### src/common/link_regs_pkg.sv
// constants for the link width, clock select and fault log registers
// Behaviour
// - receive physical width in bits 2:0
// - width codes 8,16,32,2,4 bits, unconnected, reserved
// - bit 3 shows receive dword credit capability
// - transmit physical width in bits 6:4
// - bit 7 shows transmit dword credit capability
// - receive used width loaded from negotiation
// - used widths reach link after reset/stop
// - receive dword credit enable, warm reset applies
// - transmit used width loaded from negotiation
// - lanes beyond used width are shut off
// - transmit dword credit enable, cold clears
// - revision holds minor 4:0, major 7:5
// - four-bit code selects transmit clock rate
// - clock code applies on warm reset/stop
// - code is ceiling unless synchronous mode
// - 200 MHz code always supported
// - protocol fault log bit 4
// - overflow fault log bit 5
// - end-of-chain fault log bit 6
// - timeout select bit 7, 1 ms or 1 s
// - capability mask bit per supported code
// - mask bit 0 always one, 15 vendor
package link_regs_pkg;
	// timing
	localparam int CLK_PERIOD_NS = 10;
	localparam int CTL_SHORT_MS  = 1;
	localparam int CTL_LONG_S    = 1;
	localparam int CTL_SHORT_CYC =
		CTL_SHORT_MS * 1000000 / CLK_PERIOD_NS;
	localparam int CTL_LONG_CYC  =
		CTL_LONG_S * 1000000000 / CLK_PERIOD_NS;

	// register indices, byte address is four times
	localparam logic [5:0] IDX_LINK_CFG = 6'h06;
	localparam logic [5:0] IDX_REV      = 6'h08;
	localparam logic [5:0] IDX_FRQ_ERR  = 6'h09;
	localparam logic [5:0] IDX_RATES    = 6'h0A;
	localparam logic [5:0] IDX_ACTIVE   = 6'h0B;
	localparam logic [7:0] ADDR_LINK_CFG = {IDX_LINK_CFG, 2'h0};
	localparam logic [7:0] ADDR_REV      = {IDX_REV, 2'h0};
	localparam logic [7:0] ADDR_FRQ_ERR  = {IDX_FRQ_ERR, 2'h0};
	localparam logic [7:0] ADDR_RATES    = {IDX_RATES, 2'h0};
	localparam logic [7:0] ADDR_ACTIVE   = {IDX_ACTIVE, 2'h0};

	// width codes
	localparam logic [2:0] WIDTH_8    = 3'h0;
	localparam logic [2:0] WIDTH_16   = 3'h1;
	localparam logic [2:0] WIDTH_32   = 3'h3;
	localparam logic [2:0] WIDTH_2    = 3'h4;
	localparam logic [2:0] WIDTH_4    = 3'h5;
	localparam logic [2:0] WIDTH_NONE = 3'h7;

	// width ranks, narrow to wide
	localparam logic [2:0] RANK_NONE = 3'h0;
	localparam logic [2:0] RANK_2    = 3'h1;
	localparam logic [2:0] RANK_4    = 3'h2;
	localparam logic [2:0] RANK_8    = 3'h3;
	localparam logic [2:0] RANK_16   = 3'h4;
	localparam logic [2:0] RANK_32   = 3'h5;
	localparam logic [2:0] RANK_BAD  = 3'h7;

	// byte lane enables per width
	localparam logic [3:0] LANES_NONE = 4'h0;
	localparam logic [3:0] LANES_ONE  = 4'h1;
	localparam logic [3:0] LANES_TWO  = 4'h3;
	localparam logic [3:0] LANES_ALL  = 4'hF;

	// configuration word fields
	localparam int CFG_RX_PHYS = 0;
	localparam int CFG_RX_CAP  = 3;
	localparam int CFG_TX_PHYS = 4;
	localparam int CFG_TX_CAP  = 7;
	localparam int CFG_RX_USED = 8;
	localparam int CFG_RX_ON   = 11;
	localparam int CFG_TX_USED = 12;
	localparam int CFG_TX_ON   = 15;
	// revision fields
	localparam int REV_MINOR = 0;
	localparam int REV_MAJOR = 5;
	// clock code and fault log fields
	localparam int FRQ_CODE  = 0;
	localparam int ERR_PROTO = 4;
	localparam int ERR_OVF   = 5;
	localparam int ERR_EOC   = 6;
	localparam int ERR_TMO   = 7;
	// active settings word fields
	localparam int ACT_RX    = 0;
	localparam int ACT_TX    = 4;
	localparam int ACT_RX_ON = 8;
	localparam int ACT_TX_ON = 9;
	localparam int ACT_CEIL  = 10;
	localparam int ACT_CODE  = 12;
	localparam int ACT_LANES = 16;
	localparam int ACT_LOAD  = 20;
	// pstrb lanes
	localparam int LANE_LO = 0;
	localparam int LANE_HI = 1;

	// clock codes and capability mask
	localparam logic [3:0]  CODE_200    = 4'h0;
	localparam logic [3:0]  CODE_VENDOR = 4'hF;
	localparam logic [15:0] RATE_BASE   = 16'h0001;
	localparam logic [15:0] RATE_VENDOR = 16'h8000;
endpackage

### src/design/link_width_freq_error_regs.sv
// link width, clock select and fault log register bank
`timescale 1ns/1ps
`default_nettype none
module link_width_freq_error_regs #(
	parameter logic [2:0]  RX_PHYS     = link_regs_pkg::WIDTH_16,
	parameter logic [2:0]  TX_PHYS     = link_regs_pkg::WIDTH_16,
	parameter logic        RX_CAP      = 1'b1,
	parameter logic        TX_CAP      = 1'b1,
	parameter logic [2:0]  REV_MAJ     = 3'h1,
	parameter logic [4:0]  REV_MIN     = 5'h00,
	parameter logic [15:0] RATE_CAP    = 16'h0023,
	parameter logic        VENDOR_RATE = 1'b0,
	parameter logic        PROTO_CHK   = 1'b1,
	parameter logic        OVF_CHK     = 1'b1,
	parameter logic        EOC_CHK     = 1'b1,
	parameter int unsigned CTL_SHORT   =
		link_regs_pkg::CTL_SHORT_CYC,
	parameter int unsigned CTL_LONG    =
		link_regs_pkg::CTL_LONG_CYC
)(
	input  wire logic        core_clk,
	input  wire logic        rst,
	input  wire logic        warm_rst_n,
	input  wire logic        link_stop_request_n,
	input  wire logic        link_control_strobe,
	input  wire logic        ctl_watch_en,
	input  wire logic        sync_clock_mode,
	input  wire logic        neg_done,
	input  wire logic [2:0]  neg_rx_width,
	input  wire logic [2:0]  neg_tx_width,
	input  wire logic        proto_err_evt,
	input  wire logic        overflow_evt,
	input  wire logic        tx_issue_evt,
	input  wire logic        end_of_chain,
	input  wire logic [7:0]  paddr,
	input  wire logic        psel,
	input  wire logic        penable,
	input  wire logic        pwrite,
	input  wire logic [31:0] pwdata,
	input  wire logic [3:0]  pstrb,
	output logic [31:0]      prdata,
	output logic             pready,
	output logic             pslverr,
	output logic [2:0]       rx_width_active,
	output logic [2:0]       tx_width_active,
	output logic             rx_dword_credit_active,
	output logic             tx_dword_credit_active,
	output logic [3:0]       tx_clock_code_active,
	output logic             clock_code_is_ceiling,
	output logic [3:0]       tx_lane_off
);
	// supported clock codes, base rate forced
	localparam logic [15:0] RATES =
		(RATE_CAP & ~link_regs_pkg::RATE_VENDOR)
		| link_regs_pkg::RATE_BASE
		| (VENDOR_RATE ? link_regs_pkg::RATE_VENDOR
			: 16'h0000);

	typedef struct packed {
		logic        warm_s1;
		logic        warm_s2;
		logic        stop_s1;
		logic        stop_s2;
		logic        ctl_s1;
		logic        ctl_s2;
		logic [2:0]  rx_used;
		logic [2:0]  tx_used;
		logic        rx_on;
		logic        tx_on;
		logic [3:0]  code;
		logic        err_proto;
		logic        err_ovf;
		logic        err_eoc;
		logic        tmo_sel;
		logic        loaded;
		logic [31:0] ctl_cnt;
		logic [2:0]  act_rx;
		logic [2:0]  act_tx;
		logic        act_rx_on;
		logic        act_tx_on;
		logic [3:0]  act_code;
		logic        act_ceil;
		logic [3:0]  lane_off;
		logic [31:0] prdata;
	} state_t;

	state_t q;
	state_t nxt;
	logic   unmapped;

	// order of width codes, bad for reserved
	function automatic logic [2:0] width_rank(
		input logic [2:0] c
	);
		case (c)
			link_regs_pkg::WIDTH_NONE:
				width_rank = link_regs_pkg::RANK_NONE;
			link_regs_pkg::WIDTH_2:
				width_rank = link_regs_pkg::RANK_2;
			link_regs_pkg::WIDTH_4:
				width_rank = link_regs_pkg::RANK_4;
			link_regs_pkg::WIDTH_8:
				width_rank = link_regs_pkg::RANK_8;
			link_regs_pkg::WIDTH_16:
				width_rank = link_regs_pkg::RANK_16;
			link_regs_pkg::WIDTH_32:
				width_rank = link_regs_pkg::RANK_32;
			default:
				width_rank = link_regs_pkg::RANK_BAD;
		endcase
	endfunction

	// legal used width: known code, not above physical
	function automatic logic width_ok(
		input logic [2:0] c,
		input logic [2:0] phys
	);
		logic [2:0] r;
		r = width_rank(c);
		width_ok = (r != link_regs_pkg::RANK_BAD)
			&& (r <= width_rank(phys));
	endfunction

	// byte lanes carried by a width
	function automatic logic [3:0] lane_mask(
		input logic [2:0] c
	);
		case (width_rank(c))
			link_regs_pkg::RANK_2,
			link_regs_pkg::RANK_4,
			link_regs_pkg::RANK_8:
				lane_mask = link_regs_pkg::LANES_ONE;
			link_regs_pkg::RANK_16:
				lane_mask = link_regs_pkg::LANES_TWO;
			link_regs_pkg::RANK_32:
				lane_mask = link_regs_pkg::LANES_ALL;
			default:
				lane_mask = link_regs_pkg::LANES_NONE;
		endcase
	endfunction

	// next state: bus, events, apply points, reset
	always_comb
	begin
		logic [31:0] rd;
		logic [31:0] limit;
		logic        wr;
		logic        warm;
		logic        apply;
		logic [2:0]  w;
		logic [3:0]  c;
		// per-cycle helpers for writes and the watchdog
		logic        cfg_we;
		logic        frq_we;
		logic        strobe_low;
		logic        strobe_fire;
		rd = 32'h0000_0000;
		limit = 32'h0000_0000;
		wr = 1'b0;
		warm = q.warm_s2;
		apply = q.warm_s2 | q.stop_s2;
		w = 3'h0;
		c = 4'h0;
		cfg_we = 1'b0;
		frq_we = 1'b0;
		strobe_low = 1'b0;
		strobe_fire = 1'b0;
		nxt = q;
		unmapped = 1'b0;

		// two-stage pin synchronisers
		nxt.warm_s1 = ~warm_rst_n;
		nxt.warm_s2 = q.warm_s1;
		nxt.stop_s1 = ~link_stop_request_n;
		nxt.stop_s2 = q.stop_s1;
		nxt.ctl_s1 = link_control_strobe;
		nxt.ctl_s2 = q.ctl_s1;

		// read decode
		case (paddr)
			// fixed capability fields, then pending settings
			link_regs_pkg::ADDR_LINK_CFG:
			begin
				rd[link_regs_pkg::CFG_RX_PHYS +: 3] =
					RX_PHYS;
				rd[link_regs_pkg::CFG_RX_CAP] =
					RX_CAP;
				rd[link_regs_pkg::CFG_TX_PHYS +: 3] =
					TX_PHYS;
				rd[link_regs_pkg::CFG_TX_CAP] =
					TX_CAP;
				rd[link_regs_pkg::CFG_RX_USED +: 3] = q.rx_used;
				rd[link_regs_pkg::CFG_RX_ON] = q.rx_on;
				rd[link_regs_pkg::CFG_TX_USED +: 3] = q.tx_used;
				rd[link_regs_pkg::CFG_TX_ON] = q.tx_on;
			end
			// fixed protocol revision
			link_regs_pkg::ADDR_REV:
			begin
				rd[link_regs_pkg::REV_MINOR +: 5] = REV_MIN;
				rd[link_regs_pkg::REV_MAJOR +: 3] =
					REV_MAJ;
			end
			// pending clock code and fault logs
			link_regs_pkg::ADDR_FRQ_ERR:
			begin
				rd[link_regs_pkg::FRQ_CODE +: 4] = q.code;
				rd[link_regs_pkg::ERR_PROTO] = q.err_proto;
				rd[link_regs_pkg::ERR_OVF] = q.err_ovf;
				rd[link_regs_pkg::ERR_EOC] = q.err_eoc;
				rd[link_regs_pkg::ERR_TMO] = q.tmo_sel;
			end
			// supported clock codes
			link_regs_pkg::ADDR_RATES:
				rd[15:0] = RATES;
			// settings in force on the link
			link_regs_pkg::ADDR_ACTIVE:
			begin
				rd[link_regs_pkg::ACT_RX +: 3] = q.act_rx;
				rd[link_regs_pkg::ACT_TX +: 3] = q.act_tx;
				rd[link_regs_pkg::ACT_RX_ON] = q.act_rx_on;
				rd[link_regs_pkg::ACT_TX_ON] = q.act_tx_on;
				rd[link_regs_pkg::ACT_CEIL] = q.act_ceil;
				rd[link_regs_pkg::ACT_CODE +: 4] = q.act_code;
				rd[link_regs_pkg::ACT_LANES +: 4] = ~q.lane_off;
				rd[link_regs_pkg::ACT_LOAD] = q.loaded;
			end
			// holes and misaligned addresses
			default:
				unmapped = 1'b1;
		endcase

		// read data captured in the setup cycle
		if (psel && !penable)
			nxt.prdata = rd;

		// writes land in the access cycle
		wr = psel && penable && pwrite && !unmapped;
		cfg_we = wr && paddr == link_regs_pkg::ADDR_LINK_CFG
			&& pstrb[link_regs_pkg::LANE_HI];
		frq_we = wr && paddr == link_regs_pkg::ADDR_FRQ_ERR
			&& pstrb[link_regs_pkg::LANE_LO];

		// software writes to the pending settings
		if (cfg_we)
		begin
			// illegal widths leave the field as it was
			w = pwdata[link_regs_pkg::CFG_RX_USED +: 3];
			if (width_ok(w, RX_PHYS))
				nxt.rx_used = w;
			w = pwdata[link_regs_pkg::CFG_TX_USED +: 3];
			if (width_ok(w, TX_PHYS))
				nxt.tx_used = w;
			// enables stick at zero without capability
			nxt.rx_on = pwdata[link_regs_pkg::CFG_RX_ON]
				& RX_CAP;
			nxt.tx_on = pwdata[link_regs_pkg::CFG_TX_ON]
				& TX_CAP;
		end

		// clock code and fault log byte
		if (frq_we)
		begin
			c = pwdata[link_regs_pkg::FRQ_CODE +: 4];
			if (RATES[c])
				nxt.code = c;
			// a one clears a log bit, a zero keeps it
			if (pwdata[link_regs_pkg::ERR_PROTO])
				nxt.err_proto = 1'b0;
			if (pwdata[link_regs_pkg::ERR_OVF])
				nxt.err_ovf = 1'b0;
			if (pwdata[link_regs_pkg::ERR_EOC])
				nxt.err_eoc = 1'b0;
			nxt.tmo_sel = pwdata[link_regs_pkg::ERR_TMO];
		end

		// control strobe low-time watchdog
		limit = q.tmo_sel ? CTL_LONG : CTL_SHORT;
		strobe_low = !q.ctl_s2 && ctl_watch_en && !warm;
		// a shorter limit chosen mid-count fires once, unless the count already equals it
		strobe_fire = strobe_low && (q.ctl_cnt > limit
			|| q.ctl_cnt == limit - 32'h0000_0001);
		if (strobe_low && q.ctl_cnt < limit)
			nxt.ctl_cnt = q.ctl_cnt + 32'h0000_0001;
		else if (strobe_low)
			nxt.ctl_cnt = limit;
		else
			nxt.ctl_cnt = 32'h0000_0000;

		// fault events set, winning over a clear
		if ((proto_err_evt || strobe_fire) && PROTO_CHK)
			nxt.err_proto = 1'b1;
		if (overflow_evt && OVF_CHK)
			nxt.err_ovf = 1'b1;
		if (tx_issue_evt && end_of_chain && EOC_CHK)
			nxt.err_eoc = 1'b1;

		// warm reset clears the timeout select
		if (warm)
			nxt.tmo_sel = 1'b0;

		// first negotiation result after cold reset
		if (neg_done && !q.loaded)
		begin
			nxt.loaded = 1'b1;
			// a code wider than physical is not loaded
			if (width_ok(neg_rx_width, RX_PHYS))
			begin
				nxt.rx_used = neg_rx_width;
				nxt.act_rx = neg_rx_width;
			end
			if (width_ok(neg_tx_width, TX_PHYS))
			begin
				nxt.tx_used = neg_tx_width;
				nxt.act_tx = neg_tx_width;
				nxt.lane_off = ~lane_mask(neg_tx_width);
			end
		end

		// pending settings reach the link
		if (apply)
		begin
			nxt.act_rx = q.rx_used;
			nxt.act_tx = q.tx_used;
			nxt.lane_off = ~lane_mask(q.tx_used);
			nxt.act_code = q.code;
			nxt.act_ceil = !sync_clock_mode;
		end
		// dword modes change on warm reset only
		if (warm)
		begin
			nxt.act_rx_on = q.rx_on;
			nxt.act_tx_on = q.tx_on;
		end

		// cold reset
		if (rst)
		begin
			nxt = '0;
			// active settings start at the physical widths
			nxt.rx_used = RX_PHYS;
			nxt.tx_used = TX_PHYS;
			nxt.act_rx = RX_PHYS;
			nxt.act_tx = TX_PHYS;
			nxt.code = link_regs_pkg::CODE_200;
			nxt.act_code = link_regs_pkg::CODE_200;
			nxt.act_ceil = 1'b1;
			nxt.lane_off = ~lane_mask(TX_PHYS);
			// strobe idles high: no false low time after reset
			nxt.ctl_s1 = 1'b1;
			nxt.ctl_s2 = 1'b1;
		end
	end

	// state register
	always_ff @(posedge core_clk)
	begin
		q <= nxt;
	end

	// bus answers in the access cycle
	assign pready  = psel & penable;
	assign pslverr = psel & penable & unmapped;
	assign prdata  = q.prdata;

	// applied settings toward the link
	assign rx_width_active        = q.act_rx;
	assign tx_width_active        = q.act_tx;
	assign rx_dword_credit_active = q.act_rx_on;
	assign tx_dword_credit_active = q.act_tx_on;
	assign tx_clock_code_active   = q.act_code;
	assign clock_code_is_ceiling  = q.act_ceil;
	assign tx_lane_off            = q.lane_off;
endmodule
`default_nettype wire

### config.mk
export PLATFORM = sky130hd
export DESIGN_NAME = link_width_freq_error_regs
export DESIGN_NICKNAME = d
export VERILOG_FILES = /design/src/common/link_regs_pkg.sv /design/src/design/link_width_freq_error_regs.sv
export SDC_FILE = /design/constraint.sdc
export NUM_CORES = 1
export LEC_CHECK = 0
export BUFFER_PORTS_ARGS = -buffer_cell sky130_fd_sc_hd__buf_2
export CAP_MARGIN = 30
export CORE_UTILIZATION = 48
export CTS_CLUSTER_SIZE = 40
export DETAILED_ROUTE_END_ITERATION = 6
export GPL_TIMING_DRIVEN = 0
export PLACE_DENSITY_LB_ADDON = 0.05
export SLEW_MARGIN = 15
export SYNTH_ARGS = -nofsm -noshare
export SYNTH_HDL_FRONTEND = slang
export SYNTH_SLANG_ARGS = --single-unit
### constraint.sdc
create_clock -name core_clk -period 2.2 [get_ports core_clk]
set_clock_uncertainty 0.1 [all_clocks]
set_input_delay 0.11 -clock core_clk [delete_from_list [all_inputs] [get_ports core_clk]]
set_output_delay 0.11 -clock core_clk [all_outputs]
set_load 0.02 [all_outputs]
==> metrics.cfg <==
[outcome]
status=finished with violations
violations=setup timing

[worst_setup_path]
crit_family=simple AND/OR/NAND/NOR gates
crit_fanout=5
path_buf_inv=3
path_cells=buf_6 > ha_4 > nand4b_1 > or3_1 > a21o_1 > and2_4 > buf_12 > buf_16 > a211oi_2
cp-start-kind=register
cp.required_ps=2390
crit_slowest_cell=dfxtp_4
crit_path_end_kind=register
arrival_ps=2420
worst_path_largest_cell_delay_ps=370
crit_type=reg -> reg

[sta]
setup_viol=5
slew_viol_final=0
setup_slack_ps=-35.5
hold_viol_final=0
slew_headroom=0.473
max_freq_mhz=447
worstMarginPinSlew_ps=784
post-route-min-period_ps=2240
rsz0062_at_grt=yes
fin_crit_sh=1.02

[cts]
h-tree-depth=3
clk_latency_ps=360
cts_buffer_depth=2
clock-root-buffer=clkbuf_8
cts.sinks=91
cts_tree=done
clk_pin_slew_ps=100
cts_made_buffers=9

[synth]
synth_cells=545
synth-edff-count=0
synthArstFlopShare=0
syn_area_sq_um=4700
seq_area_frac_synth=0.387
ys_warn_count=0
synth.avg_cell_area_sq_um=8.63
synth_ff_type=dfxtp_1
ys_ff_latch=91
synthDistinctLibCells=56

[min_path]
hp-class=in -> reg

[placed_design]
placed_cell_area_sq_um=5390
io_buffers=85
gp_congestion=0.833
dp_hpwl_mm=8.83

[floorplanning]
row_count=35
start_util=0.502
die_h_um=101
io_pins=116
dieArea_sq_um=10200
coreArea_sq_um=9370
die_x_um=101

[route]
drtAntennaViolNets=0
drc=0
viasPerCell=5.25
via_count=4333
totalWireLength_mm=12.7
dr.pass1.iters=4
drt_iter0_markers=181
wl_per_cell_um=15.4

[pwr]
ir_worst_vdd_mv=0.319
p_leak_nw=2.55
power.density_nw_per_um2=558
report.power.total_mw=3.44

[global_routing]
antenna_found_initial=0
grt_pass1_wl_mm=19.4
gr-total-overflow=0
first_global_vias=3955
grtUsageTotal=0.247
grt_max_degree=16

[final_layout]
nets=772
n_antenna_cell=0
drive_gt1_frac=0.313
areaGrowthSynthToFinish_pct=31.1
final_area_sq_um=6160

[flow_run]
max_cap_violations=0

## flip-flops by register name (all words and copies together) (netlist names)
name / flops
clock_code_is_ceiling: 1
prdata: 20
q: 55
rx_dword_credit_active: 1
rx_width_active: 3
tx_clock_code_active: 4
tx_dword_credit_active: 1
tx_lane_off: 3
tx_width_active: 3
## power by group
| group | leakage [nW] | internal (mW) | switching, mW |
|---|---|---|---|
| combinational | 1.70 | 0.198 | 0.228 |
| sequential | 0.743 | 1.69 | 0.0405 |
| clock | 0.108 | 0.671 | 0.612 |
## logic make-up after synthesis
kind of cell | share of synthesized area
muxes | 0.0279
DFF | 0.387
xor gates and xnor gates | 0.0484
AOI/OAI and AO/OA | 0.147
and+or+nand+nor | 0.237
other | 0.000797
adders and majority gates | 0.0426
buffers and inverters | 0.109
## placed cells by master, fill, tap and decap left out, drive strengths merged, types with 5 or more instances in the layout
| cell type | netlist | routed |
|---|---|---|
| nand2 | 38 | 38 |
| xnor2 | 8 | 8 |
| dlygate4sd3 | 0 | 21 |
| nor3 | 26 | 26 |
| buf | 51 | 153 |
| conb | 1 | 15 |
| clkbuf | 19 | 27 |
| o21ai | 11 | 11 |
| inv | 13 | 13 |
| nor4 | 8 | 8 |
| nor2b | 8 | 8 |
| and2 | 5 | 5 |
| nor2 | 69 | 69 |
| or2 | 5 | 5 |
| a221oi | 8 | 8 |
| nand3 | 21 | 21 |
| nand4 | 10 | 10 |
| dfxtp | 91 | 91 |
| a21oi | 40 | 40 |
| mux2i | 12 | 12 |
| a211oi | 24 | 24 |
| xor2 | 18 | 18 |
| ha | 16 | 16 |
| nand2b | 8 | 8 |
## timing repair
item	4_1_cts	5_1_grt
setup endpoints to repair	28	28
setup buffers	10	5
cloned	1	1
pin swaps	7	16
endpoints found under the hold margin	18	0
gates resized for setup	9	31
hold buffers	21	0
## metrics by stage
step                utilization  setup TNS (ps)  hold WS [ps]  worst slack, ps  std cells
global route              0.658           -1870          23.2             -125        825
global placement          0.575           -4820           168             -231        773
detailed placement        0.575           -5960           168             -291        773
finish                    0.658            -113          8.79            -35.5        825
floorplan                     -               0          76.7            0.574        559
CTS                       0.638               0          4.33             4.48        820
## worst reg2reg max path, stage by stage, from the launching register on
cell and delay (ps):
dfxtp_4 370, buf_6 140, ha_4 270, nand4b_1 80, or3_1 370, a21o_1 230, and2_4 200, buf_12 130
buf_16 130, a211oi_2 150
## layer usage
| layer | GRT usage | wire, um | vias to the layer above |
|---|---|---|---|
| met5 | 0 | 0 | - |
| met4 | 0.0725 | 170 | 0 |
| met3 | 0.0458 | 854 | 13 |
| met2 | 0.382 | 5560 | 169 |
| met1 | 0.349 | 6100 | 2003 |
| li1 | - | - | 2148 |
## worst paths after layout
kind / cells past startpoint / to / startpoint / slack, ps
max: 9 / q[73] / q[82] / -40
min: 3 / rx_width_active[2] / neg_rx_width[2] / 9
max reg2reg: 9 / q[73] / q[82] / -40
min reg2reg: 1 / q[98] / q[99] / 330
## synth_stat cells (4+ instances only)
| master | n | area (sq um) |
|---|---|---|
| a211oi_1 | 16 | 120 |
| a211oi_2 | 8 | 100 |
| a21oi_1 | 38 | 190 |
| a221oi_1 | 8 | 70.1 |
| and2_1 | 4 | 25.0 |
| and4_1 | 4 | 35.0 |
| buf_4 | 47 | 353 |
| clkbuf_1 | 19 | 71.3 |
| dfxtp_1 | 91 | 1820 |
| ha_1 | 16 | 200 |
| inv_1 | 13 | 48.8 |
| mux2i_1 | 12 | 120 |
| nand2_1 | 38 | 143 |
| nand2b_1 | 8 | 50.1 |
| nand3_1 | 20 | 100 |
| nand4_1 | 9 | 56.3 |
| nor2_1 | 68 | 255 |
| nor2b_1 | 8 | 50.1 |
| nor3_1 | 26 | 130 |
| nor4_1 | 4 | 25.0 |
| o21ai_0 | 11 | 55.1 |
| or2_2 | 4 | 25.0 |
| xnor2_1 | 8 | 70.1 |
| xor2_1 | 18 | 158 |
## area by class of cell
cell class / instances / area [sq um]
clock inverter: 6 / 88.8
fill: 821 / 3210
timing repair buffer: 123 / 827
clock buffer: 10 / 138
buffer: 68 / 460
sequential: 91 / 1830
tap: 129 / 161
inverter: 13 / 56.3
multi-input combinational: 385 / 2610
Note: power is estimated with default switching activity, not from simulation.
